File: config.mk
export PLATFORM = sky130hd
export DESIGN_NAME = tcs_channel_status
export DESIGN_NICKNAME = d
export VERILOG_FILES = /design/src/rtl/tcs_pkg.sv /design/src/rtl/tcs_channel_status.sv
export SDC_FILE = /design/constraint.sdc
export NUM_CORES = 1
export LEC_CHECK = 0
export BUFFER_PORTS_ARGS = -buffer_cell sky130_fd_sc_hd__buf_2
export CAP_MARGIN = 20
export CORE_ASPECT_RATIO = 0.6
export CORE_MARGIN = 10
export CORE_UTILIZATION = 25
export DETAILED_ROUTE_END_ITERATION = 8
export HOLD_SLACK_MARGIN = 0.08
export PLACE_DENSITY = 0.37
export RECOVER_POWER = 25
export SLEW_MARGIN = 20
export SYNTH_ARGS = -nofsm -noshare
export SYNTH_HDL_FRONTEND = slang
export SYNTH_SLANG_ARGS = --single-unit
File: constraint.sdc
create_clock -name CLK_SYS_I -period 2.65 [get_ports CLK_SYS_I]
set_input_delay 0.3975 -clock CLK_SYS_I [delete_from_list [all_inputs] [get_ports CLK_SYS_I]]
set_output_delay 0.3975 -clock CLK_SYS_I [all_outputs]
set_load 0.01 [all_outputs]
File: src/rtl/tcs_pkg.sv
package tcs_pkg;
    localparam int          N_CH          = 4;
    localparam int          AW            = 8;
    localparam int          DW            = 32;
    localparam int          CLK_MHZ       = 40;
    // Wire-break test timing
    localparam int          WB_PERIOD_US  = 100000;
    localparam int          WB_TEST_US    = 1000;
    localparam int          WB_PERIOD_CYC = WB_PERIOD_US * CLK_MHZ;
    localparam int          WB_TEST_CYC   = WB_TEST_US * CLK_MHZ;
    // Register map
    localparam logic [7:0]  A_IRQ_STATUS  = 8'h00;
    localparam logic [7:0]  A_IRQ_ENABLE  = 8'h04;
    localparam logic [7:0]  A_IRQ_CLEAR   = 8'h08;
    localparam logic [7:0]  A_SET_SELECT  = 8'h0C;
    localparam logic [7:0]  A_SET_ACTIVE  = 8'h10;
    localparam logic [7:0]  A_CH_BASE     = 8'h40;
    localparam logic [7:0]  A_CH_STRIDE   = 8'h10;
    localparam logic [3:0]  O_CH_CONFIG   = 4'h0;
    localparam logic [3:0]  O_CH_LIMITS   = 4'h4;
    localparam logic [3:0]  O_CH_EXT_REF  = 4'h8;
    localparam logic [3:0]  O_CH_PROCESS  = 4'hC;
    // Config fields
    localparam int          CFG_WB_DIS    = 0;
    localparam int          CFG_CJ_LO     = 1;
    localparam int          CFG_LIM1_EN   = 3;
    localparam int          CFG_LIM2_EN   = 4;
    localparam logic [1:0]  CJ_EXTERNAL   = 2'h2;
    // Limit encodings
    localparam logic [1:0]  LIM_OK        = 2'h0;
    localparam logic [1:0]  LIM_OVER      = 2'h1;
    localparam logic [1:0]  LIM_UNDER     = 2'h2;
    // Status word positions, break interrupt offset and set reset value
    localparam int          SW_BELOW      = 0;
    localparam int          SW_ABOVE      = 1;
    localparam int          SW_LIM1       = 2;
    localparam int          SW_LIM2       = 4;
    localparam int          SW_ERROR      = 6;
    localparam int          SW_INVALID    = 14;
    localparam int          SW_TOGGLE     = 15;
    localparam int          IRQ_BREAK     = 4;
    localparam logic [3:0]  SET_RESET     = 4'hF;

    typedef struct packed {
        logic        wb_disable;
        logic [1:0]  cj_src;
        logic        lim1_en;
        logic        lim2_en;
    } tcs_cfg_t;

    typedef struct packed {
        tcs_cfg_t    cfg;
        logic [15:0] lim1_val;
        logic [15:0] lim2_val;
        logic [15:0] ext_ref;
        logic [15:0] cj_ref;
        logic [15:0] value;
        logic        below;
        logic        above;
        logic        broken;
        logic [1:0]  lim1;
        logic [1:0]  lim2;
        logic        toggle;
    } tcs_ch_t;

    typedef struct packed {
        tcs_ch_t [N_CH-1:0] ch;
        logic [31:0]        wb_cnt;
        logic               testing;
        logic [7:0]         irq_status;
        logic [7:0]         irq_enable;
        logic [N_CH-1:0]    set_sel;
        logic [N_CH-1:0]    set_act;
        logic [DW-1:0]      rdata;
    } tcs_state_t;

    function automatic logic [15:0] tcs_status_word(input tcs_ch_t c);
        logic [15:0] sw;
        logic        err;
        sw                       = 16'h0000;
        err                      = c.below | c.above | c.broken;
        sw[SW_BELOW]             = c.below;
        sw[SW_ABOVE]             = c.above | c.broken;
        sw[SW_LIM1 +: 2]         = c.lim1;
        sw[SW_LIM2 +: 2]         = c.lim2;
        sw[SW_ERROR]             = err;
        sw[SW_INVALID]           = err;
        sw[SW_TOGGLE]            = c.toggle;
        return sw;
    endfunction : tcs_status_word

    function automatic logic [1:0] tcs_limit(input logic en, input logic [15:0] v, input logic [15:0] lim);
        if (!en)
            return LIM_OK;
        if ($signed(v) > $signed(lim))
            return LIM_OVER;
        if ($signed(v) < $signed(lim))
            return LIM_UNDER;
        return LIM_OK;
    endfunction : tcs_limit
endpackage : tcs_pkg

File: src/rtl/tcs_channel_status.sv
// Decided for this implementation: the placing of the registers and strobed register access.
`timescale 1ns/100ps
module tcs_channel_status
    import tcs_pkg::*;
#(
    parameter int WB_PERIOD = WB_PERIOD_CYC,
    parameter int WB_TEST   = WB_TEST_CYC
) (
    input  wire logic                       CLK_SYS_I,
    input  wire logic                       RST_I,
    input  wire logic                       CE_I,
    input  wire logic [AW-1:0]              ADDR_I,
    input  wire logic [DW-1:0]              WDATA_I,
    input  wire logic                       WR_I,
    input  wire logic                       RD_I,
    output logic      [DW-1:0]              RDATA_O,
    input  wire logic                       FB_RESTART_I,
    input  wire logic [N_CH-1:0]            MEAS_VALID_I,
    input  wire logic [N_CH-1:0][15:0]      MEAS_VALUE_I,
    input  wire logic [N_CH-1:0]            MEAS_BELOW_I,
    input  wire logic [N_CH-1:0]            MEAS_ABOVE_I,
    input  wire logic [N_CH-1:0]            WIRE_OPEN_I,
    input  wire logic [N_CH-1:0][15:0]      CJ_INTERNAL_I,
    output logic      [N_CH-1:0]            TEST_CURRENT_O,
    output logic      [N_CH-1:0]            SAMPLE_SUSPEND_O,
    output logic      [N_CH-1:0][15:0]      CJ_REF_O,
    output logic                            IRQ_O
);
    tcs_state_t st_reg;
    tcs_state_t st_next;

    always_comb begin
        logic [7:0]  ev;
        logic [7:0]  clr;
        logic        upd;
        logic        err_old;
        logic        err_new;
        logic [3:0]  sel;
        logic [7:0]  base;
        st_next = st_reg;
        ev      = 8'h00;
        clr     = 8'h00;
        upd     = 1'b0;
        err_old = 1'b0;
        err_new = 1'b0;
        sel     = 4'h0;
        base    = 8'h00;
        // Shared wire-break timer
        if (st_reg.testing) begin
            if (st_reg.wb_cnt >= 32'(WB_TEST - 1)) begin
                st_next.testing = 1'b0;
                st_next.wb_cnt  = 32'h00000000;
            end else begin
                st_next.wb_cnt = st_reg.wb_cnt + 32'h00000001;
            end
        end else if (st_reg.wb_cnt >= 32'(WB_PERIOD - 1)) begin
            st_next.testing = 1'b1;
            st_next.wb_cnt  = 32'h00000000;
        end else begin
            st_next.wb_cnt = st_reg.wb_cnt + 32'h00000001;
        end
        if (FB_RESTART_I) begin
            st_next.set_act = st_reg.set_sel;
        end
        for (int i = 0; i < N_CH; i++) begin
            err_old = st_reg.ch[i].below | st_reg.ch[i].above | st_reg.ch[i].broken;
            if (st_reg.ch[i].cfg.wb_disable) begin
                st_next.ch[i].broken = 1'b0;
            end else if (st_reg.testing && st_reg.wb_cnt == 32'(WB_TEST - 1)) begin
                st_next.ch[i].broken = WIRE_OPEN_I[i];
            end
            upd = MEAS_VALID_I[i] && st_reg.set_act[i] && !SAMPLE_SUSPEND_O[i];
            if (upd) begin
                st_next.ch[i].value  = MEAS_VALUE_I[i];
                st_next.ch[i].below  = MEAS_BELOW_I[i];
                st_next.ch[i].above  = MEAS_ABOVE_I[i];
                st_next.ch[i].lim1   = tcs_limit(st_reg.ch[i].cfg.lim1_en, MEAS_VALUE_I[i],
                                                 st_reg.ch[i].lim1_val);
                st_next.ch[i].lim2   = tcs_limit(st_reg.ch[i].cfg.lim2_en, MEAS_VALUE_I[i],
                                                 st_reg.ch[i].lim2_val);
                st_next.ch[i].toggle = ~st_reg.ch[i].toggle;
            end
            if (st_reg.ch[i].cfg.cj_src == CJ_EXTERNAL) begin
                st_next.ch[i].cj_ref = st_reg.ch[i].ext_ref;
            end else begin
                st_next.ch[i].cj_ref = CJ_INTERNAL_I[i];
            end
            err_new = st_next.ch[i].below | st_next.ch[i].above | st_next.ch[i].broken;
            ev[i]             = err_new & ~err_old;
            ev[IRQ_BREAK + i] = st_next.ch[i].broken & ~st_reg.ch[i].broken;
        end
        // Register writes
        if (WR_I) begin
            case (ADDR_I)
                A_IRQ_ENABLE: st_next.irq_enable = WDATA_I[7:0];
                A_IRQ_CLEAR:  clr                = WDATA_I[7:0];
                A_SET_SELECT: st_next.set_sel    = WDATA_I[N_CH-1:0];
                default: begin
                    for (int i = 0; i < N_CH; i++) begin
                        base = A_CH_BASE + 8'(i) * A_CH_STRIDE;
                        if (ADDR_I == base + 8'(O_CH_CONFIG)) begin
                            st_next.ch[i].cfg.wb_disable = WDATA_I[CFG_WB_DIS];
                            st_next.ch[i].cfg.cj_src     = WDATA_I[CFG_CJ_LO +: 2];
                            st_next.ch[i].cfg.lim1_en    = WDATA_I[CFG_LIM1_EN];
                            st_next.ch[i].cfg.lim2_en    = WDATA_I[CFG_LIM2_EN];
                        end
                        if (ADDR_I == base + 8'(O_CH_LIMITS)) begin
                            st_next.ch[i].lim1_val = WDATA_I[15:0];
                            st_next.ch[i].lim2_val = WDATA_I[31:16];
                        end
                        if (ADDR_I == base + 8'(O_CH_EXT_REF)) begin
                            st_next.ch[i].ext_ref = WDATA_I[15:0];
                        end
                    end
                end
            endcase
        end
        // Set wins over clear
        st_next.irq_status = (st_reg.irq_status & ~clr) | ev;
        if (RD_I) begin
            st_next.rdata = 32'h00000000;
            case (ADDR_I)
                A_IRQ_STATUS: st_next.rdata[7:0]      = st_reg.irq_status;
                A_IRQ_ENABLE: st_next.rdata[7:0]      = st_reg.irq_enable;
                A_SET_SELECT: st_next.rdata[N_CH-1:0] = st_reg.set_sel;
                A_SET_ACTIVE: st_next.rdata[N_CH-1:0] = st_reg.set_act;
                default: begin
                    for (int i = 0; i < N_CH; i++) begin
                        base = A_CH_BASE + 8'(i) * A_CH_STRIDE;
                        if (ADDR_I == base + 8'(O_CH_CONFIG)) begin
                            st_next.rdata[CFG_WB_DIS]    = st_reg.ch[i].cfg.wb_disable;
                            st_next.rdata[CFG_CJ_LO +: 2] = st_reg.ch[i].cfg.cj_src;
                            st_next.rdata[CFG_LIM1_EN]   = st_reg.ch[i].cfg.lim1_en;
                            st_next.rdata[CFG_LIM2_EN]   = st_reg.ch[i].cfg.lim2_en;
                        end
                        if (ADDR_I == base + 8'(O_CH_LIMITS)) begin
                            st_next.rdata = {st_reg.ch[i].lim2_val, st_reg.ch[i].lim1_val};
                        end
                        if (ADDR_I == base + 8'(O_CH_EXT_REF)) begin
                            st_next.rdata[15:0] = st_reg.ch[i].ext_ref;
                        end
                        if (ADDR_I == base + 8'(O_CH_PROCESS) && st_reg.set_act[i]) begin
                            st_next.rdata = {st_reg.ch[i].value, tcs_status_word(st_reg.ch[i])};
                        end
                    end
                end
            endcase
        end
    end

    always_ff @(posedge CLK_SYS_I) begin
        if (RST_I) begin
            st_reg         <= '0;
            st_reg.set_sel <= SET_RESET;
            st_reg.set_act <= SET_RESET;
        end else if (CE_I) begin
            st_reg <= st_next;
        end
    end

    always_comb begin
        for (int i = 0; i < N_CH; i++) begin
            TEST_CURRENT_O[i]   = st_reg.testing & ~st_reg.ch[i].cfg.wb_disable;
            SAMPLE_SUSPEND_O[i] = st_reg.testing & ~st_reg.ch[i].cfg.wb_disable;
            CJ_REF_O[i]         = st_reg.ch[i].cj_ref;
        end
    end

    assign RDATA_O = st_reg.rdata;
    assign IRQ_O   = |(st_reg.irq_status & st_reg.irq_enable);

    // Status words of the checked channels
    logic [15:0] sw0;
    logic [15:0] sw1;
    logic [15:0] sw2;
    assign sw0 = tcs_status_word(st_reg.ch[0]);
    assign sw1 = tcs_status_word(st_reg.ch[1]);
    assign sw2 = tcs_status_word(st_reg.ch[2]);
endmodule : tcs_channel_status

==> results.md, run 1 <==
* Port buffer count at 294
* Outcome: finished, violations left
* Post-synth EDFFs at 0
* Violated checks: max-capacitance violations, max-slew violations
* Synth area leaders: dfxtp_1 (38%), nand2_1 (11%), a21oi_1 (7.2%), ha_1 (6.7%), mux2i_1 (4.4%)
* Hold path start: WDATA_I[21]
* Die Wd at 419.8 µm
* Initial Utilization at 0.2537
* Achievable frequency at 0.3901 GHz
* GR peak layer: met1
* Core Region at 0.09449 mm²
* TritonCTS clock tree: built
* Post-Layout Inst Area at 0.02963 mm²
* Worst-path cell chain: mux2i_1 -> o2bb2ai_1 -> a32oi_1 -> o22ai_1 -> a221o_1 -> a221oi_1 -> o21ai_1
* Syn nets at 3387
* GPL Wtd Cong at 0.9541
* Worst hold endpoint: st_reg[150]
* CTS buffer count at 50
* IR drop worst, VDD at 0.0004382 V
* HPWL Detailed at 98.82 mm
* R2R Setup Slk at 0.09 ns
* # rows at 87
* First-pass GRT wire length at 176.3 mm
* # setup viols final at 0
* R2r startpoint: st_reg[131]
* Fraction of registers with async set/reset at 0
* CP endpoint kind: flop
* Clk buf depth at 3
* Leak Pwr at 11.11 nW
* Setup Fix Bufs, Post-CTS at 0
* Routed Antenna Nets at 0
* Seq/Total Area, Yosys at 0.3849
* Most frequent cell after synthesis: nand2_1
* Syn avg cell area at 7.814 µm²
* Synth area leader: dfxtp_1
* Period utilisation layout at 0.9674
* Number of clock sinks at 461
* GRT overflow at 0
* Met2 Usage GRT at 0.3145
* Wire per inst at 27.16 µm
* Critical path's slowest cell: a221oi_1
* WS Path Type: flop to flop
* Initial DRC count at 2540
* Hold depth at 3
* Filler Cell Count at 10250
* R2R depth at 7
* FF+latch count, synth at 461
* Synthesized instance count at 3068
* Nets at 3695
* Predominant post-synthesis flop cell: dfxtp_1
* Distinct cells, synth at 83
* Min-delay worst type: primary input to flop
* Share of the synthesized area in the top cell type at 0.3849
* Slew @ Worst Pin at 1.661 ns
* Pins over their slew limit at 143
* Drc violations at 0
* Crit path from: st_reg[131]
* Number of flip-flops in the largest register at 365
* PwrDens at 557.4 mW/mm²
* Max-slew headroom at -0.1077
* Clk slew on worst S/H paths at 0.07 ns
* Vias in the first global route at 23060
* GR Util met3 at 0.04050
* Die ar. at 0.1091 mm²
* Area growth, synth to finish at 23.59%
* GRT Resource Usage Total at 0.2228
* Worst path max stage delay at 0.55 ns
* Worst path required time at 3.11 ns
* CP Launch Type: flop
* Worst-path maximum fanout at 3
* DR vias at 24230
* Core Util, Final at 0.3136
* RR Endpoint: RDATA_O[2]
* Worst EP arrival at 3.02 ns
* First-pass iteration count of the detailed router at 7
* Initial antenna violation count at 7
* Routed WL at 126.8 mm
* H-tree levels at 2
* Clk_lat worst skew at 0.62 ns
* Via-per-instance ratio at 5.191
* RSZ-0062 raised after global routing: no
* Final Hold Vio Count at 0
* Max Clock Skew at 0.03201 ns
* Largest net degree at the start of global routing at 188
* Yosys warning count at 0
* Boundary Pins at 295
* Post-synth top cells: nand2_1 (683), dfxtp_1 (461), a21oi_1 (347), nor2_1 (225), inv_1 (144)
* CTS Root Cell: clkbuf_16
* Post-route minimum period at 2.564 ns
* Chip height at 259.9 µm
* Max-cap violations at 1
* Placed cell area at 0.02723 mm²
* Met1 usage at 0.3455
* Layout cells sized above 1 at 0.1525
* Mapped cell area at 0.02397 mm²
through the flow:
stage,TNS (ns),cells,power [W],worst slack [ns],hold slack [ns]
2_1_floorplan,0,3068,0.008179,0.4797,0.4168
3_3_place_gp,-0.4914,4491,0.008974,-0.2893,0.4318
3_5_place_dp,-0.4541,4491,0.008998,-0.2321,0.4311
4_1_cts,0,4663,0.01673,0.1102,0.08312
5_1_grt,0,4665,0.01714,0.005096,0.1037
6_report,0,4668,0.01652,0.08647,0.1249
placed cells by master (no fill, tap or decap), types with 72 or more instances in the layout:
master         count
ha_1             129
dlygate4sd3_1     79
buf_2            221
nor2_1           222
inv_1            144
a21oi_1          347
nand2_1          683
buf_4            153
dfxtp_1          460
mux2i_1          105
clkbuf_1          85
a211oi_1          72
layer usage:
layer	part of all wire	wire length [µm]	vias up
met4	0.016	2081	0
met5	0	0	-
met1	0.50	63410	11970
li1	-	-	11200
met3	0.082	10440	114
met2	0.40	50850	951
where the power goes:
part           switching [W]  internal, W
logic                0.00113     0.000618
registers           0.000122      0.00707
clock network        0.00324      0.00433
worst max-delay path, delay by kind of cell, from the launching register on:
family	cells	cell delay, ns
muxes	1	0.27
AOI/OAI and AO/OA	6	1.68
DFF	1	0.45
logic make-up (layout without fill, tap and decap cells):
logic type	count (synthesis)	count (layout)	synth area share
AO/OA/AOI/OAI	777	777	0.2045
XOR/XNOR	30	30	0.01096
other	0	5	0
flip-flops	461	461	0.3849
AND/OR/NAND/NOR	1118	1118	0.1985
adder cells (fa/ha/maj)	129	129	0.06732
multiplexers	108	108	0.04572
buffers and inverters	445	794	0.08810
worst max-delay path by stage:
stage                     cells past startpoint  slack [ns]           to
after floorplan                               8        0.48  st_reg[372]
after global placement                        9       -0.29   RDATA_O[2]
after detailed placement                      9       -0.23   RDATA_O[2]
after CTS                                     9        0.11  st_reg[372]
after global routing                         10       0.005  st_reg[369]
final                                         7        0.09   RDATA_O[2]
final cells by class:
type / instances / area (µm²) / share of cell area
multi-input combinational: 2162 / 12700 / 0.4287
sequential: 461 / 9230 / 0.3115
timing repair buffer: 555 / 3874 / 0.1307
tap: 1246 / 1559 / 0.05262
clock buffer: 74 / 1473 / 0.04970
inverter: 146 / 548.0 / 0.01850
clock inverter: 19 / 232.7 / 0.007854
antenna: 5 / 12.51 / 0.0004223
repair_timing:
action / 4_1_cts / 5_1_grt
hold buffers: 79 / 0
endpoints found under the hold margin: 109 / 0
resized for setup: 0 / 2
setup endpoints to repair: 0 / 2
Power figures use the tool's default switching activity.
==> run 2, diff against run 1 <==
==> constraint.sdc (replaced) <==
create_clock -name CLK_SYS_I -period 2.6 [get_ports CLK_SYS_I]
set_input_delay 0.39 -clock CLK_SYS_I [delete_from_list [all_inputs] [get_ports CLK_SYS_I]]
set_output_delay 0.39 -clock CLK_SYS_I [all_outputs]
set_load 0.01 [all_outputs]
==> run 2 against run 1 <==
Against the previous run:
- the run still ends with max-capacitance violations, max-slew violations left
- via count increased by 0.11%
- hold slack worse by 0.018 ns
- register-to-register slack got worse by 0.02 ns
- critical path type unchanged
- largest cell class unchanged
- total power up 1.1%
==> results.md, run 2 (synthesis gave the netlist of run 1 again) <==
* Outcome: finished, violations left
* Violated checks: max-capacitance violations, max-slew violations
* Worst path max stage delay at 0.50 ns (-0.05 ns)
* Die ar. at 0.1091 mm² (unchanged)
* CP Buf/Inv Count at 2 (+2)
* Chip height at 259.9 µm (unchanged)
* Max-cap violations at 1 (unchanged)
* # rows at 87 (unchanged)
* First-pass GRT wire length at 179.1 mm (+1.6%)
* PwrDens at 561.0 mW/mm² (+0.64%)
* Die Wd at 419.8 µm (unchanged)
* Commonest non-fill, non-tap cell in the layout: nand2_1
* HPWL Detailed at 101.8 mm (+3.0%)
* Initial antenna violation count at 12 (+5)
* Worst EP arrival at 3.05 ns (+0.03 ns)
* Final Hold Vio Count at 0 (unchanged)
* GRT Resource Usage Total at 0.2279 (+0.005093)
* Leak Pwr at 11.22 nW (+1.1%)
* Slew @ Worst Pin at 1.617 ns (-0.04409 ns)
* GRT overflow at 0 (unchanged)
* Port buffer count at 294 (unchanged)
* CTS Root Cell: clkbuf_16
* Worst path required time at 3.12 ns (about the same)
* Initial Utilization at 0.2537 (unchanged)
* Drc violations at 0 (unchanged)
* Clk_lat worst skew at 0.64 ns (+0.02 ns)
* CP endpoint kind: flop
* Worst-path maximum fanout at 3 (unchanged)
* CP Launch Type: flop
* IR drop worst, VDD at 0.0003553 V (-19%)
* Clk slew on worst S/H paths at 0.07 ns (about the same)
* Filler Cell Count at 10160 (-0.85%)
* Post-Layout Inst Area at 0.02978 mm² (+0.50%)
* Min-delay worst type: primary input to flop
* Commonest cells after routing, fill and taps aside: nand2_1 (683), dfxtp_1 (460), a21oi_1 (347)
* Kind of cell adding the most delay to the critical path: compound AO/OA/AOI/OAI gates
* Total power at 0.01671 W (+1.1%)
* Critical path's slowest cell: a2111oi_0
* Placed cell area at 0.02738 mm² (+0.57%)
* Clk buf depth at 3 (unchanged)
* Period utilisation layout at 0.9729 (+0.005526)
* CTS buffer count at 51 (+2.0%)
* Area growth, synth to finish at 24.21%
* # setup viols final at 0 (unchanged)
* Max-slew headroom at -0.07827 (+0.02939)
* GPL Wtd Cong at 0.9495 (-0.48%)
* Nets at 3725 (+0.81%)
* DR vias at 24260 (+0.11%)
* Routed Antenna Nets at 0 (unchanged)
* Initial DRC count at 2869 (+13%)
* H-tree levels at 2 (unchanged)
* Max Clock Skew at 0.03521 ns (+0.003196 ns)
* Pins over their slew limit at 139 (-2.8%)
* WS Path Type: flop to flop
* Layout cells sized above 1 at 0.1585 (+0.006018)
* TritonCTS clock tree: built
* Number of clock sinks at 461 (unchanged)
* Vias in the first global route at 23340 (+1.2%)
* Achievable frequency at 0.3953 GHz (+1.3%)
* Boundary Pins at 295 (unchanged)
* Wire per inst at 27.62 µm (+1.7%)
* First-pass iteration count of the detailed router at 9 (+2)
* Largest net degree at the start of global routing at 139 (-26%)
* Routed WL at 129.6 mm (+2.2%)
* Number of flip-flops in the largest register at 365 (unchanged)
* Hold_ws at 0.1065 ns (-0.01835 ns)
* Core Region at 0.09449 mm² (unchanged)
* RSZ-0062 raised after global routing: no
* Worst-path cell chain: inv_1 -> ha_1 -> a21o_1 -> a21o_1 -> a21oi_1 -> nor2_1 -> a2111oi_0 -> buf_4 -> a21oi_1 -> a32o_1
* Post-route minimum period at 2.530 ns (-0.03400 ns)
* Via-per-instance ratio at 5.169 (-0.43%)
run 2: changes by cell type in the layout (fill, tap and decap cells not counted), moves of 2 or more:
cell,change
bufinv_16,-3
buf_4,+26
buf_12,-2
diode_2,-3
clkbuf_8,+3
dlygate4sd3_1,+4
clkinv_2,-2
run 2: path summary, 6_finish.rpt:
path	start	endpoint	slack, ns	cells after the start
worst max-delay path	st_reg[433]	st_reg[369]	0.07	10
worst min-delay path	CJ_INTERNAL_I[40]	CJ_REF_O[40]	0.11	3
worst min register to register	RDATA_O[18]	RDATA_O[18]	0.44	2
worst max register to register	st_reg[433]	st_reg[369]	0.07	10
run 2: area by class of cell:
| class | count | area, µm² | share of cell area |
|---|---|---|---|
| Antenna cell | 2 | 5.005 | 0.0001681 |
| Multi-Input combinational cell | 2162 | 12700 | 0.4265 |
| Clock inverter | 16 | 152.6 | 0.005126 |
| Timing Repair Buffer | 584 | 4074 | 0.1368 |
| Tap cell | 1246 | 1559 | 0.05235 |
| Sequential cell | 461 | 9230 | 0.3100 |
| Inverter | 146 | 548.0 | 0.01840 |
| Clock buffer | 76 | 1510 | 0.05071 |
run 2: timing repair:
item | 4_1_cts | 5_1_grt
hold buffers | 83 | 0
gates resized for setup | 0 | 1
endpoints found under the hold margin | 112 | 0
setup buffers | 0 | 1
setup endpoints to repair | 0 | 4
run 2: worst min-delay path, cell delays in order:
cell and delay (ns):
buf_2 0.10, mux2i_1 0.12, a211oi_1 0.08
run 2: through the flow:
step                worst slack (ns)    util  cells  setup TNS, ns
floorplan                     0.4372       -   3068              0
global placement             -0.1112  0.2898   4515         -1.061
detailed placement           -0.1053  0.2898   4515         -1.441
CTS                           0.1050  0.3162   4690              0
global route                0.004788  0.3151   4692              0
finish                       0.07048  0.3152   4693              0
run 2: where the power goes:
group          internal, W  switching [W]
Combinational     0.000645        0.00116
Clock              0.00421        0.00335
Sequential         0.00721       0.000127
Total               0.0121        0.00464
run 2: per-layer routing:
metal  share of wire  vias to the layer above  global-route usage
met2            0.40                     1020              0.3161
li1                -                    11260                   -
met3            0.10                      115             0.07354
met5         0.00020                        -                   0
met1            0.49                    11860              0.3396
met4           0.015                        4             0.03886
